## src/verilog/shlc_consts.svh

```systemverilog
// Constants for the serial host link configuration block
// Behaviour
// - Character-length switch on gives eight data bits, off gives seven.
// - Stop-bit switch on gives one stop bit, off gives two.
// - Parity switches: on/on none, off/on even, off/off odd.
// - Flow switches: on/off none, off/on request/clear, off/off XON/XOFF
// - Baud switches pick 19200, 9600, 4800, 2400, 1200, 600 or 300 bps.
// - Only the eight listed framings are valid; others are flagged.
// - Both ends should run the highest rate both support.
// - Device receives on transmit and request lines, drives the others.
// - Error-release switch off clears errors on its own; on holds them.
// - Host-run switch on ignores host run control; off accepts it.
// - Mode-change switch on permits mode changes; off blocks them.
// - Reserved option switch must read on; off is flagged.
// - Communication-specification switch must read off with this link.
// - The link joins exactly one terminal to one host, no addressing.
`ifndef SHLC_CONSTS_SVH
`define SHLC_CONSTS_SVH
`define SHLC_CLK_HZ 25000000
`define SHLC_XON 8'h11
`define SHLC_XOFF 8'h13
`define SHLC_DIV_19200 16'd1302
`define SHLC_DIV_9600 16'd2604
`define SHLC_DIV_4800 16'd5208
`define SHLC_DIV_2400 16'd10416
`define SHLC_DIV_1200 16'd20833
`define SHLC_DIV_600 16'd41666
`define SHLC_DIV_300 17'd83333
`define SHLC_ERR_HOLD_US 1000
`define SHLC_ERR_HOLD_CYC (`SHLC_ERR_HOLD_US * (`SHLC_CLK_HZ / 1000000))
`endif

```

## src/verilog/shlc_pkg.sv

```systemverilog
// Types for the serial host link configuration block
package shlc_pkg;
    typedef enum logic [1:0] {
        SHLC_PAR_NONE = 2'h0,
        SHLC_PAR_EVEN = 2'h1,
        SHLC_PAR_ODD = 2'h3
    } shlc_par_t;
    typedef enum logic [1:0] {
        SHLC_FLOW_NONE = 2'h0,
        SHLC_FLOW_HW = 2'h1,
        SHLC_FLOW_SW = 2'h3
    } shlc_flow_t;
    typedef enum logic [2:0] {
        SHLC_S_IDLE = 3'h0,
        SHLC_S_START = 3'h1,
        SHLC_S_DATA = 3'h3,
        SHLC_S_PAR = 3'h2,
        SHLC_S_STOP = 3'h6
    } shlc_state_t;
endpackage : shlc_pkg

```

## src/verilog/shlc_baud_gen.sv

```systemverilog
// Baud tick generator: one tick per bit time, half tick for mid-bit sampling
`include "shlc_consts.svh"
module shlc_baud_gen (
    // Clock and reset
    input wire logic clk,
    input wire logic rst_n,
    // Control
    input wire logic [2:0] baud_sel,
    input wire logic restart,
    // Ticks
    output logic tick,
    output logic half
);
    logic [16:0] div;
    logic [16:0] cnt_q;
    always_comb begin
        case (baud_sel)
            3'h6: div = 17'(`SHLC_DIV_19200);
            3'h5: div = 17'(`SHLC_DIV_9600);
            3'h4: div = 17'(`SHLC_DIV_4800);
            3'h3: div = 17'(`SHLC_DIV_2400);
            3'h2: div = 17'(`SHLC_DIV_1200);
            3'h1: div = 17'(`SHLC_DIV_600);
            default: div = `SHLC_DIV_300;
        endcase
    end
    always_ff @(posedge clk or negedge rst_n) begin
        if (!rst_n) begin
            cnt_q <= 17'h0;
        end else if (restart || cnt_q >= div - 17'h1) begin
            cnt_q <= 17'h0;
        end else begin
            cnt_q <= cnt_q + 17'h1;
        end
    end
    assign tick = !restart && (cnt_q == div - 17'h1);
    assign half = !restart && (cnt_q == {1'b0, div[16:1]});
endmodule : shlc_baud_gen

```

## src/verilog/shlc_link.sv

```systemverilog
// Serial host link: switch decode, transmitter, receiver, flow control
`include "shlc_consts.svh"
module shlc_link (
    // Clock and reset
    input wire logic SYS_CLK,
    input wire logic RSTN,
    // Link format switch bank, 1 = on
    input wire logic [9:0] LINK_FORMAT_SWITCH_BANK,
    // Terminal option switch bank, 1 = on
    input wire logic [7:0] TERMINAL_OPTION_SWITCH_BANK,
    // Serial lines, device side
    input wire logic TRANSMIT_LINE,
    input wire logic REQUEST_LINE,
    output logic RECEIVE_LINE,
    output logic CLEAR_LINE,
    // Transmit user side
    input wire logic TX_VALID,
    input wire logic [7:0] TX_DATA,
    output logic TX_READY,
    // Receive user side
    output logic RX_VALID,
    output logic [7:0] RX_DATA,
    input wire logic RX_READY,
    // Host run and mode change requests
    input wire logic HOST_RUN_REQ,
    input wire logic MODE_CHANGE_REQ,
    output logic HOST_RUN_ACCEPT,
    output logic MODE_CHANGE_ACCEPT,
    // Status
    input wire logic ERR_CLEAR,
    output logic LINK_ERROR,
    output logic CONFIG_INVALID
);
    logic rst_s1_q, rst_n_q;
    always_ff @(posedge SYS_CLK or negedge RSTN) begin
        if (!RSTN) begin
            rst_s1_q <= 1'b0;
            rst_n_q <= 1'b0;
        end else begin
            rst_s1_q <= 1'b1;
            rst_n_q <= rst_s1_q;
        end
    end

    // Switch decode
    logic eight, one_stop;
    shlc_pkg::shlc_par_t par;
    shlc_pkg::shlc_flow_t flow;
    logic par_bad, flow_bad, baud_bad, frame_bad;
    logic [2:0] baud_sel;
    assign eight = LINK_FORMAT_SWITCH_BANK[0];
    assign one_stop = LINK_FORMAT_SWITCH_BANK[1];
    always_comb begin
        par_bad = 1'b0;
        case (LINK_FORMAT_SWITCH_BANK[3:2])
            2'h3: par = shlc_pkg::SHLC_PAR_NONE;
            2'h2: par = shlc_pkg::SHLC_PAR_EVEN;
            2'h0: par = shlc_pkg::SHLC_PAR_ODD;
            default: begin
                par = shlc_pkg::SHLC_PAR_NONE;
                par_bad = 1'b1;
            end
        endcase
        flow_bad = 1'b0;
        case (LINK_FORMAT_SWITCH_BANK[5:4])
            2'h1: flow = shlc_pkg::SHLC_FLOW_NONE;
            2'h2: flow = shlc_pkg::SHLC_FLOW_HW;
            2'h0: flow = shlc_pkg::SHLC_FLOW_SW;
            default: begin
                flow = shlc_pkg::SHLC_FLOW_NONE;
                flow_bad = 1'b1;
            end
        endcase
    end
    // Bit order 7,8,9 on switches; on/on/on has no rate and falls to 300
    assign baud_sel = {LINK_FORMAT_SWITCH_BANK[6], LINK_FORMAT_SWITCH_BANK[7],
                       LINK_FORMAT_SWITCH_BANK[8]};
    assign baud_bad = (baud_sel == 3'h7);
    // 7 data bits need parity; 8 data bits with parity need one stop
    assign frame_bad = (!eight && par == shlc_pkg::SHLC_PAR_NONE) ||
                       (eight && par != shlc_pkg::SHLC_PAR_NONE &&
                        !one_stop);
    assign CONFIG_INVALID = frame_bad || par_bad || flow_bad || baud_bad ||
                            !TERMINAL_OPTION_SWITCH_BANK[2] ||
                            TERMINAL_OPTION_SWITCH_BANK[7];

    // Run and mode gating
    assign HOST_RUN_ACCEPT = HOST_RUN_REQ &&
                             !TERMINAL_OPTION_SWITCH_BANK[1];
    assign MODE_CHANGE_ACCEPT = MODE_CHANGE_REQ &&
                                TERMINAL_OPTION_SWITCH_BANK[5];

    // Baud generators, one per direction so each aligns to its own frame
    logic tx_tick, rx_tick, rx_half, tx_restart, rx_restart;
    shlc_baud_gen u_tx_baud (
        .clk(SYS_CLK),
        .rst_n(rst_n_q),
        .baud_sel(baud_sel),
        .restart(tx_restart),
        .tick(tx_tick),
        .half()
    );
    shlc_baud_gen u_rx_baud (
        .clk(SYS_CLK),
        .rst_n(rst_n_q),
        .baud_sel(baud_sel),
        .restart(rx_restart),
        .tick(rx_tick),
        .half(rx_half)
    );

    // Flow control state toward this device's transmitter
    logic paused_q, xoff_seen, xon_seen;
    logic tx_go;
    always_ff @(posedge SYS_CLK or negedge rst_n_q) begin
        if (!rst_n_q) begin
            paused_q <= 1'b0;
        end else if (flow != shlc_pkg::SHLC_FLOW_SW) begin
            paused_q <= 1'b0;
        end else if (xoff_seen) begin
            paused_q <= 1'b1;
        end else if (xon_seen) begin
            paused_q <= 1'b0;
        end
    end
    // Host request line is its ready-to-take signal in handshake mode
    assign tx_go = (flow == shlc_pkg::SHLC_FLOW_HW) ? REQUEST_LINE :
                   !paused_q;

    // Transmitter
    shlc_pkg::shlc_state_t tx_st_q;
    logic [7:0] tx_sh_q;
    logic [3:0] tx_cnt_q;
    logic tx_par_q, tx_line_q;
    assign TX_READY = rst_n_q && (tx_st_q == shlc_pkg::SHLC_S_IDLE) && tx_go;
    assign tx_restart = (tx_st_q == shlc_pkg::SHLC_S_IDLE);
    always_ff @(posedge SYS_CLK or negedge rst_n_q) begin
        if (!rst_n_q) begin
            tx_st_q <= shlc_pkg::SHLC_S_IDLE;
            tx_sh_q <= 8'h0;
            tx_cnt_q <= 4'h0;
            tx_par_q <= 1'b0;
            tx_line_q <= 1'b1;
        end else begin
            case (tx_st_q)
                shlc_pkg::SHLC_S_IDLE: begin
                    tx_line_q <= 1'b1;
                    if (TX_VALID && TX_READY) begin
                        tx_sh_q <= eight ? TX_DATA : {1'b0, TX_DATA[6:0]};
                        tx_par_q <= par == shlc_pkg::SHLC_PAR_ODD;
                        tx_line_q <= 1'b0;
                        tx_st_q <= shlc_pkg::SHLC_S_START;
                    end
                end
                shlc_pkg::SHLC_S_START: if (tx_tick) begin
                    tx_line_q <= tx_sh_q[0];
                    tx_par_q <= tx_par_q ^ tx_sh_q[0];
                    tx_sh_q <= {1'b0, tx_sh_q[7:1]};
                    tx_cnt_q <= eight ? 4'h7 : 4'h6;
                    tx_st_q <= shlc_pkg::SHLC_S_DATA;
                end
                shlc_pkg::SHLC_S_DATA: if (tx_tick) begin
                    if (tx_cnt_q != 4'h0) begin
                        tx_line_q <= tx_sh_q[0];
                        tx_par_q <= tx_par_q ^ tx_sh_q[0];
                        tx_sh_q <= {1'b0, tx_sh_q[7:1]};
                        tx_cnt_q <= tx_cnt_q - 4'h1;
                    end else if (par != shlc_pkg::SHLC_PAR_NONE) begin
                        tx_line_q <= tx_par_q;
                        tx_st_q <= shlc_pkg::SHLC_S_PAR;
                    end else begin
                        tx_line_q <= 1'b1;
                        tx_cnt_q <= one_stop ? 4'h0 : 4'h1;
                        tx_st_q <= shlc_pkg::SHLC_S_STOP;
                    end
                end
                shlc_pkg::SHLC_S_PAR: if (tx_tick) begin
                    tx_line_q <= 1'b1;
                    tx_cnt_q <= one_stop ? 4'h0 : 4'h1;
                    tx_st_q <= shlc_pkg::SHLC_S_STOP;
                end
                shlc_pkg::SHLC_S_STOP: if (tx_tick) begin
                    if (tx_cnt_q != 4'h0) begin
                        tx_cnt_q <= tx_cnt_q - 4'h1;
                    end else begin
                        tx_st_q <= shlc_pkg::SHLC_S_IDLE;
                    end
                end
                default: tx_st_q <= shlc_pkg::SHLC_S_IDLE;
            endcase
        end
    end
    assign RECEIVE_LINE = tx_line_q;

    // Receiver; the input is treated as synchronous to SYS_CLK
    shlc_pkg::shlc_state_t rx_st_q;
    logic [7:0] rx_sh_q;
    logic [3:0] rx_cnt_q;
    logic rx_par_q, rx_valid_q, rx_err_ev, rx_done;
    logic [7:0] rx_data_q;
    logic [7:0] rx_char;
    assign rx_restart = (rx_st_q == shlc_pkg::SHLC_S_IDLE);
    assign rx_char = eight ? rx_sh_q : {1'b0, rx_sh_q[7:1]};
    always_ff @(posedge SYS_CLK or negedge rst_n_q) begin
        if (!rst_n_q) begin
            rx_st_q <= shlc_pkg::SHLC_S_IDLE;
            rx_sh_q <= 8'h0;
            rx_cnt_q <= 4'h0;
            rx_par_q <= 1'b0;
        end else begin
            case (rx_st_q)
                shlc_pkg::SHLC_S_IDLE: if (!TRANSMIT_LINE) begin
                    rx_st_q <= shlc_pkg::SHLC_S_START;
                end
                shlc_pkg::SHLC_S_START: if (rx_half) begin
                    // Glitch shorter than half a bit is not a start
                    if (TRANSMIT_LINE) begin
                        rx_st_q <= shlc_pkg::SHLC_S_IDLE;
                    end else begin
                        rx_cnt_q <= eight ? 4'h8 : 4'h7;
                        rx_par_q <= par == shlc_pkg::SHLC_PAR_ODD;
                        rx_st_q <= shlc_pkg::SHLC_S_DATA;
                    end
                end
                shlc_pkg::SHLC_S_DATA: if (rx_half) begin
                    if (rx_cnt_q != 4'h0) begin
                        rx_sh_q <= {TRANSMIT_LINE, rx_sh_q[7:1]};
                        rx_par_q <= rx_par_q ^ TRANSMIT_LINE;
                        rx_cnt_q <= rx_cnt_q - 4'h1;
                    end else if (par != shlc_pkg::SHLC_PAR_NONE) begin
                        rx_par_q <= rx_par_q ^ TRANSMIT_LINE;
                        rx_st_q <= shlc_pkg::SHLC_S_PAR;
                    end else begin
                        rx_st_q <= shlc_pkg::SHLC_S_IDLE;
                    end
                end
                shlc_pkg::SHLC_S_PAR: rx_st_q <= shlc_pkg::SHLC_S_STOP;
                // Only the first stop is checked so the next start is not missed
                shlc_pkg::SHLC_S_STOP: if (rx_half) begin
                    rx_st_q <= shlc_pkg::SHLC_S_IDLE;
                end
                default: rx_st_q <= shlc_pkg::SHLC_S_IDLE;
            endcase
        end
    end
    // Without parity the first stop is sampled while still in the data state
    assign rx_done = rx_half && ((rx_st_q == shlc_pkg::SHLC_S_STOP) ||
                     (rx_st_q == shlc_pkg::SHLC_S_DATA && rx_cnt_q == 4'h0 &&
                      par == shlc_pkg::SHLC_PAR_NONE));
    assign rx_err_ev = rx_done && (!TRANSMIT_LINE ||
                       (par != shlc_pkg::SHLC_PAR_NONE && rx_par_q) ||
                       (rx_valid_q && !RX_READY));
    assign xoff_seen = rx_done && !rx_err_ev && rx_char == `SHLC_XOFF;
    assign xon_seen = rx_done && !rx_err_ev && rx_char == `SHLC_XON;

    // Flow codes are consumed, not handed to the user
    always_ff @(posedge SYS_CLK or negedge rst_n_q) begin
        if (!rst_n_q) begin
            rx_valid_q <= 1'b0;
            rx_data_q <= 8'h0;
        end else if (rx_done && !rx_err_ev && !(xoff_seen || xon_seen)
                     ) begin
            rx_valid_q <= 1'b1;
            rx_data_q <= rx_char;
        end else if (RX_READY) begin
            rx_valid_q <= 1'b0;
        end
    end
    assign RX_VALID = rx_valid_q;
    assign RX_DATA = rx_data_q;
    // Hold off the host while a character waits unread
    assign CLEAR_LINE = (flow == shlc_pkg::SHLC_FLOW_HW) ? !rx_valid_q :
                        1'b1;

    // Error state with optional automatic release
    logic err_q;
    logic [15:0] err_cnt_q;
    always_ff @(posedge SYS_CLK or negedge rst_n_q) begin
        if (!rst_n_q) begin
            err_q <= 1'b0;
            err_cnt_q <= 16'h0;
        end else if (rx_err_ev) begin
            err_q <= 1'b1; // Set wins over clear
            err_cnt_q <= 16'h0;
        end else if (err_q) begin
            if (ERR_CLEAR) begin
                err_q <= 1'b0;
            end else if (!TERMINAL_OPTION_SWITCH_BANK[0]) begin
                if (err_cnt_q == 16'(`SHLC_ERR_HOLD_CYC - 1)) begin
                    err_q <= 1'b0;
                end else begin
                    err_cnt_q <= err_cnt_q + 16'h1;
                end
            end
        end
    end
    assign LINK_ERROR = err_q;
endmodule : shlc_link

```

## config.mk

```make
export PLATFORM = sky130hd
export DESIGN_NAME = shlc_link
export DESIGN_NICKNAME = d
export VERILOG_FILES = /design/src/verilog/shlc_pkg.sv /design/src/verilog/shlc_baud_gen.sv /design/src/verilog/shlc_link.sv
export VERILOG_INCLUDE_DIRS = /design/src /design/src/verilog
export SDC_FILE = /design/constraint.sdc
export NUM_CORES = 1
export LEC_CHECK = 0
export BUFFER_PORTS_ARGS = -buffer_cell sky130_fd_sc_hd__buf_2
export CAP_MARGIN = 10
export CORE_MARGIN = 2
export CORE_UTILIZATION = 30
export DETAILED_ROUTE_END_ITERATION = 10
export GPL_TIMING_DRIVEN = 0
export PLACE_DENSITY = 0.48
export SYNTH_ARGS = -nofsm -noshare
export SYNTH_HDL_FRONTEND = slang
export SYNTH_SLANG_ARGS = --single-unit
```

## constraint.sdc

```tcl
create_clock -name SYS_CLK -period 3.6 [get_ports SYS_CLK]
set_clock_uncertainty 0.05 [all_clocks]
set_input_delay 0.72 -clock SYS_CLK [delete_from_list [all_inputs] [get_ports SYS_CLK]]
set_output_delay 0.72 -clock SYS_CLK [all_outputs]
set_load 0.005 [all_outputs]
```

==> impl_metrics.env <==
export IMPL_path_cells="buf_12 > or3b_4 > buf_8 > a21boi_4 > ha_4 > nor2_4 > nor2_2 > o21a_1 > ha_4 > nand4_1 > buf_6 > nor4b_4 > buf_4 > nand4_1 > o21a_1 > o2bb2ai_2"
export IMPL_final_nets=871
export IMPL_fillers=2324
export IMPL_die_width_um=153
export IMPL_antennaDiodeCount=0
export IMPL_p_per_area_nw_per_um2=446
export IMPL_hold_viol_final=0
export IMPL_setup_violations=0
export IMPL_synth_most_common_cell="dfrtp_1"
export IMPL_antenna_found_initial=0
export IMPL_yosysSeqAreaShare_pct=36.2
export IMPL_cp_slowest_cell="or3b_4"
export IMPL_die_area_um2=23300
export IMPL_synth_distinct_cells=86
export IMPL_crit_arrival_ps=3760
export IMPL_start_kind="input port"
export IMPL_clk_pin_slew_worst_paths_ps=70
export IMPL_cts_sinks=96
export IMPL_synth_edff_count=0
export IMPL_worst_pin_slew_ps=968
export IMPL_critPathMaxStageDelay_ps=390
export IMPL_ys_top_cells_by_area="dfrtp_1, ha_1, nor2_1"
export IMPL_synth_top_area_share_pct=35.8
export IMPL_period_minus_slack_ps=3520
export IMPL_clock_latency_ps=360
export IMPL_io_pins=51
export IMPL_synthCells=744
export IMPL_port_buffer_count=43
export IMPL_leakagePower_nw=3.54
export IMPL_hold_slack_ps=81.0
export IMPL_syn_area_um2=6630
export IMPL_period_share_pct=97.9
export IMPL_area_growth_pct=18.9
export IMPL_ys_flop_type="dfrtp_1"
export IMPL_initial_core_util_pct=30.5
export IMPL_end_kind="flop"
export IMPL_grt_overflow_total=0
export IMPL_cp_data_required_time_ps=3840
export IMPL_fmax_ghz=0.284
export IMPL_crit_fanout=6
export IMPL_drv_slew=0
export IMPL_critical_path_class="in2reg"
export IMPL_ff_latch_area_um2=2410
export IMPL_grt_start_max_net_pins=57
export IMPL_vias=5571
export IMPL_peakVddDrop_mv=0.276
export IMPL_grt_pass1_wl_um=29300
export IMPL_maxSlewHeadroom_pct=35.3
export IMPL_hold_path_class="in2async"
export IMPL_multi_input_comb_area_um2=4070
export IMPL_rsz0062_at_grt="true"
export IMPL_synthesis_nets=809
export IMPL_cts_tree="built"
export IMPL_via_per_inst=5.11
export IMPL_yosys_top_cells_count="dfrtp_1, nor2_1, nand2_1"
export IMPL_route_antenna_remaining_nets=0
export IMPL_routabilityCongestion=0.842
export IMPL_drc=0
export IMPL_synth_top_area_cell="dfrtp_1"
export IMPL_wl_per_cell_um=16.1
export IMPL_synth_warnings=0
export IMPL_ys_seq_elements=96
export IMPL_grt_pass1_vias=5472
export IMPL_num_rows=54
export IMPL_dp_hpwl_um=12800
export IMPL_fp_dieH_um=153
export IMPL_numCtsBuffers=9
export IMPL_cap_viol_max_count=0
export IMPL_core_region_area_um2=21800
export IMPL_fin_setup_tns_ps=0
export IMPL_routed_wl_um=17500
export IMPL_root_buffer="clkbuf_16"
export IMPL_drive_gt1_share_pct=18.4
export IMPL_clockBufferDepth=2
export IMPL_synthArstFlopShare_pct=100
export IMPL_drtPass1Iterations=5
export IMPL_grt_use_total_pct=15.4
export IMPL_drt_iter0_drc=312
export IMPL_cts_htree_levels=3
export IMPL_outcome="finished, final reports clean"
export IMPL_r2r_cells=9
export IMPL_avgSynthCellArea_um2=8.91
## final timing paths
kind | from | to | slack, ps
hold / removal | RSTN | rst_n_q | 80
setup / recovery | LINK_FORMAT_SWITCH_BANK[7] | tx_cnt_q[3] | 80
hold reg to reg | rst_n_q | RX_DATA[7] | 280
min in group SYS_CLK | rst_s1_q | rst_n_q | 310
setup reg to reg | u_rx_baud.cnt_q[15] | paused_q | 680
max in group asynchronous | rst_n_q | u_rx_baud.cnt_q[12] | 2530
## routing by layer
layer / vias up / track usage (%) / share of wire [%]
met5: - / 0 / 0
met4: 0 / 4.41 / 1.3
met3: 11 / 2.05 / 2.2
met2: 66 / 24.7 / 47
met1: 2714 / 21.7 / 50
li1: 2780 / - / -
## repair_timing
item | CTS | global route
gates resized for setup | 10 | 23
cloned | 0 | 1
endpoints found under the setup margin | 41 | 46
pin swaps | 5 | 10
setup buffers | 5 | 4
hold buffers | 0 | 0
## stage by stage
stage	area, um2	worst slack (ps)	power, mW	cells	utilization, %
CTS	7780	-12.4	3.53	1087	35.7
floorplan	6720	-52.5	2.00	744	-
global route	7890	-76.4	3.76	1091	36.2
detailed placement	7320	-588	2.26	1068	33.6
finish	7890	76.3	3.52	1091	36.2
global placement	7290	-620	2.25	1067	33.5
## where the power goes
| part | leakage (nW) | internal, mW | total, mW | switching (mW) |
|---|---|---|---|---|
| registers | 1.25 | 1.21 | 1.39 | 0.174 |
| logic | 2.11 | 0.423 | 0.921 | 0.498 |
| clock network | 0.178 | 0.755 | 1.21 | 0.451 |
| total | 3.54 | 2.39 | 3.52 | 1.12 |
## layout by cell type, fill, tap and decap left out, types with 7 or more instances in the layout
master     count
buf_4         11
mux2i_1       13
dfrtp_1       94
mux2_4         7
nand3_1       29
mux2_1         8
clkbuf_1      24
clkbuf_16      9
o21ai_0       32
a31oi_1        7
mux2_2        10
xnor2_1       30
ha_1          27
nand2_1       48
inv_1         32
nor3_1        21
a21oi_1       22
and3_1        18
nand2b_1      16
nor2_1        88
buf_2         50
nand4_1       16
nor2b_1       10
xor2_1        26
## layout make-up
class | count | area share [%]
flip-flops and latches | 96 | 30.5
well taps | 280 | 4.44
multi-input cells | 572 | 51.7
repair buffers | 54 | 4.24
clock inverters | 6 | 1.75
inverters | 32 | 1.52
plain buffers | 41 | 2.95
clock buffers | 10 | 2.90
## cells by family (layout without fill, tap and decap cells)
family,Yosys count,count (layout),synth area share [%]
AOI/OAI and AO/OA,146,146,15.4
xor gates and xnor gates,57,57,7.64
adders and majority gates,31,31,5.81
buffers and inverters,76,143,4.79
DFF,96,96,36.2
muxes,39,39,6.94
other,1,1,0.0565
and+or+nand+nor,298,298,23.2
## flip-flops by register name, summed over array words and instances, names as in the netlist, 4 cells and up
name and cells:
rx_sh_q 8, u_tx_baud.cnt_q 17, tx_sh_q 8, err_cnt_q 16, u_rx_baud.cnt_q 17, tx_cnt_q 4
RX_DATA 8, rx_cnt_q 4
## critical path, delay by kind of cell
kind / cells / cell delay (ps)
AO/OA/AOI/OAI: 4 / 770
buffers and inverters: 4 / 570
adder cells (fa/ha/maj): 2 / 470
AND/OR/NAND/NOR: 6 / 1210
No activity file was read; power rests on OpenSTA's default activity.
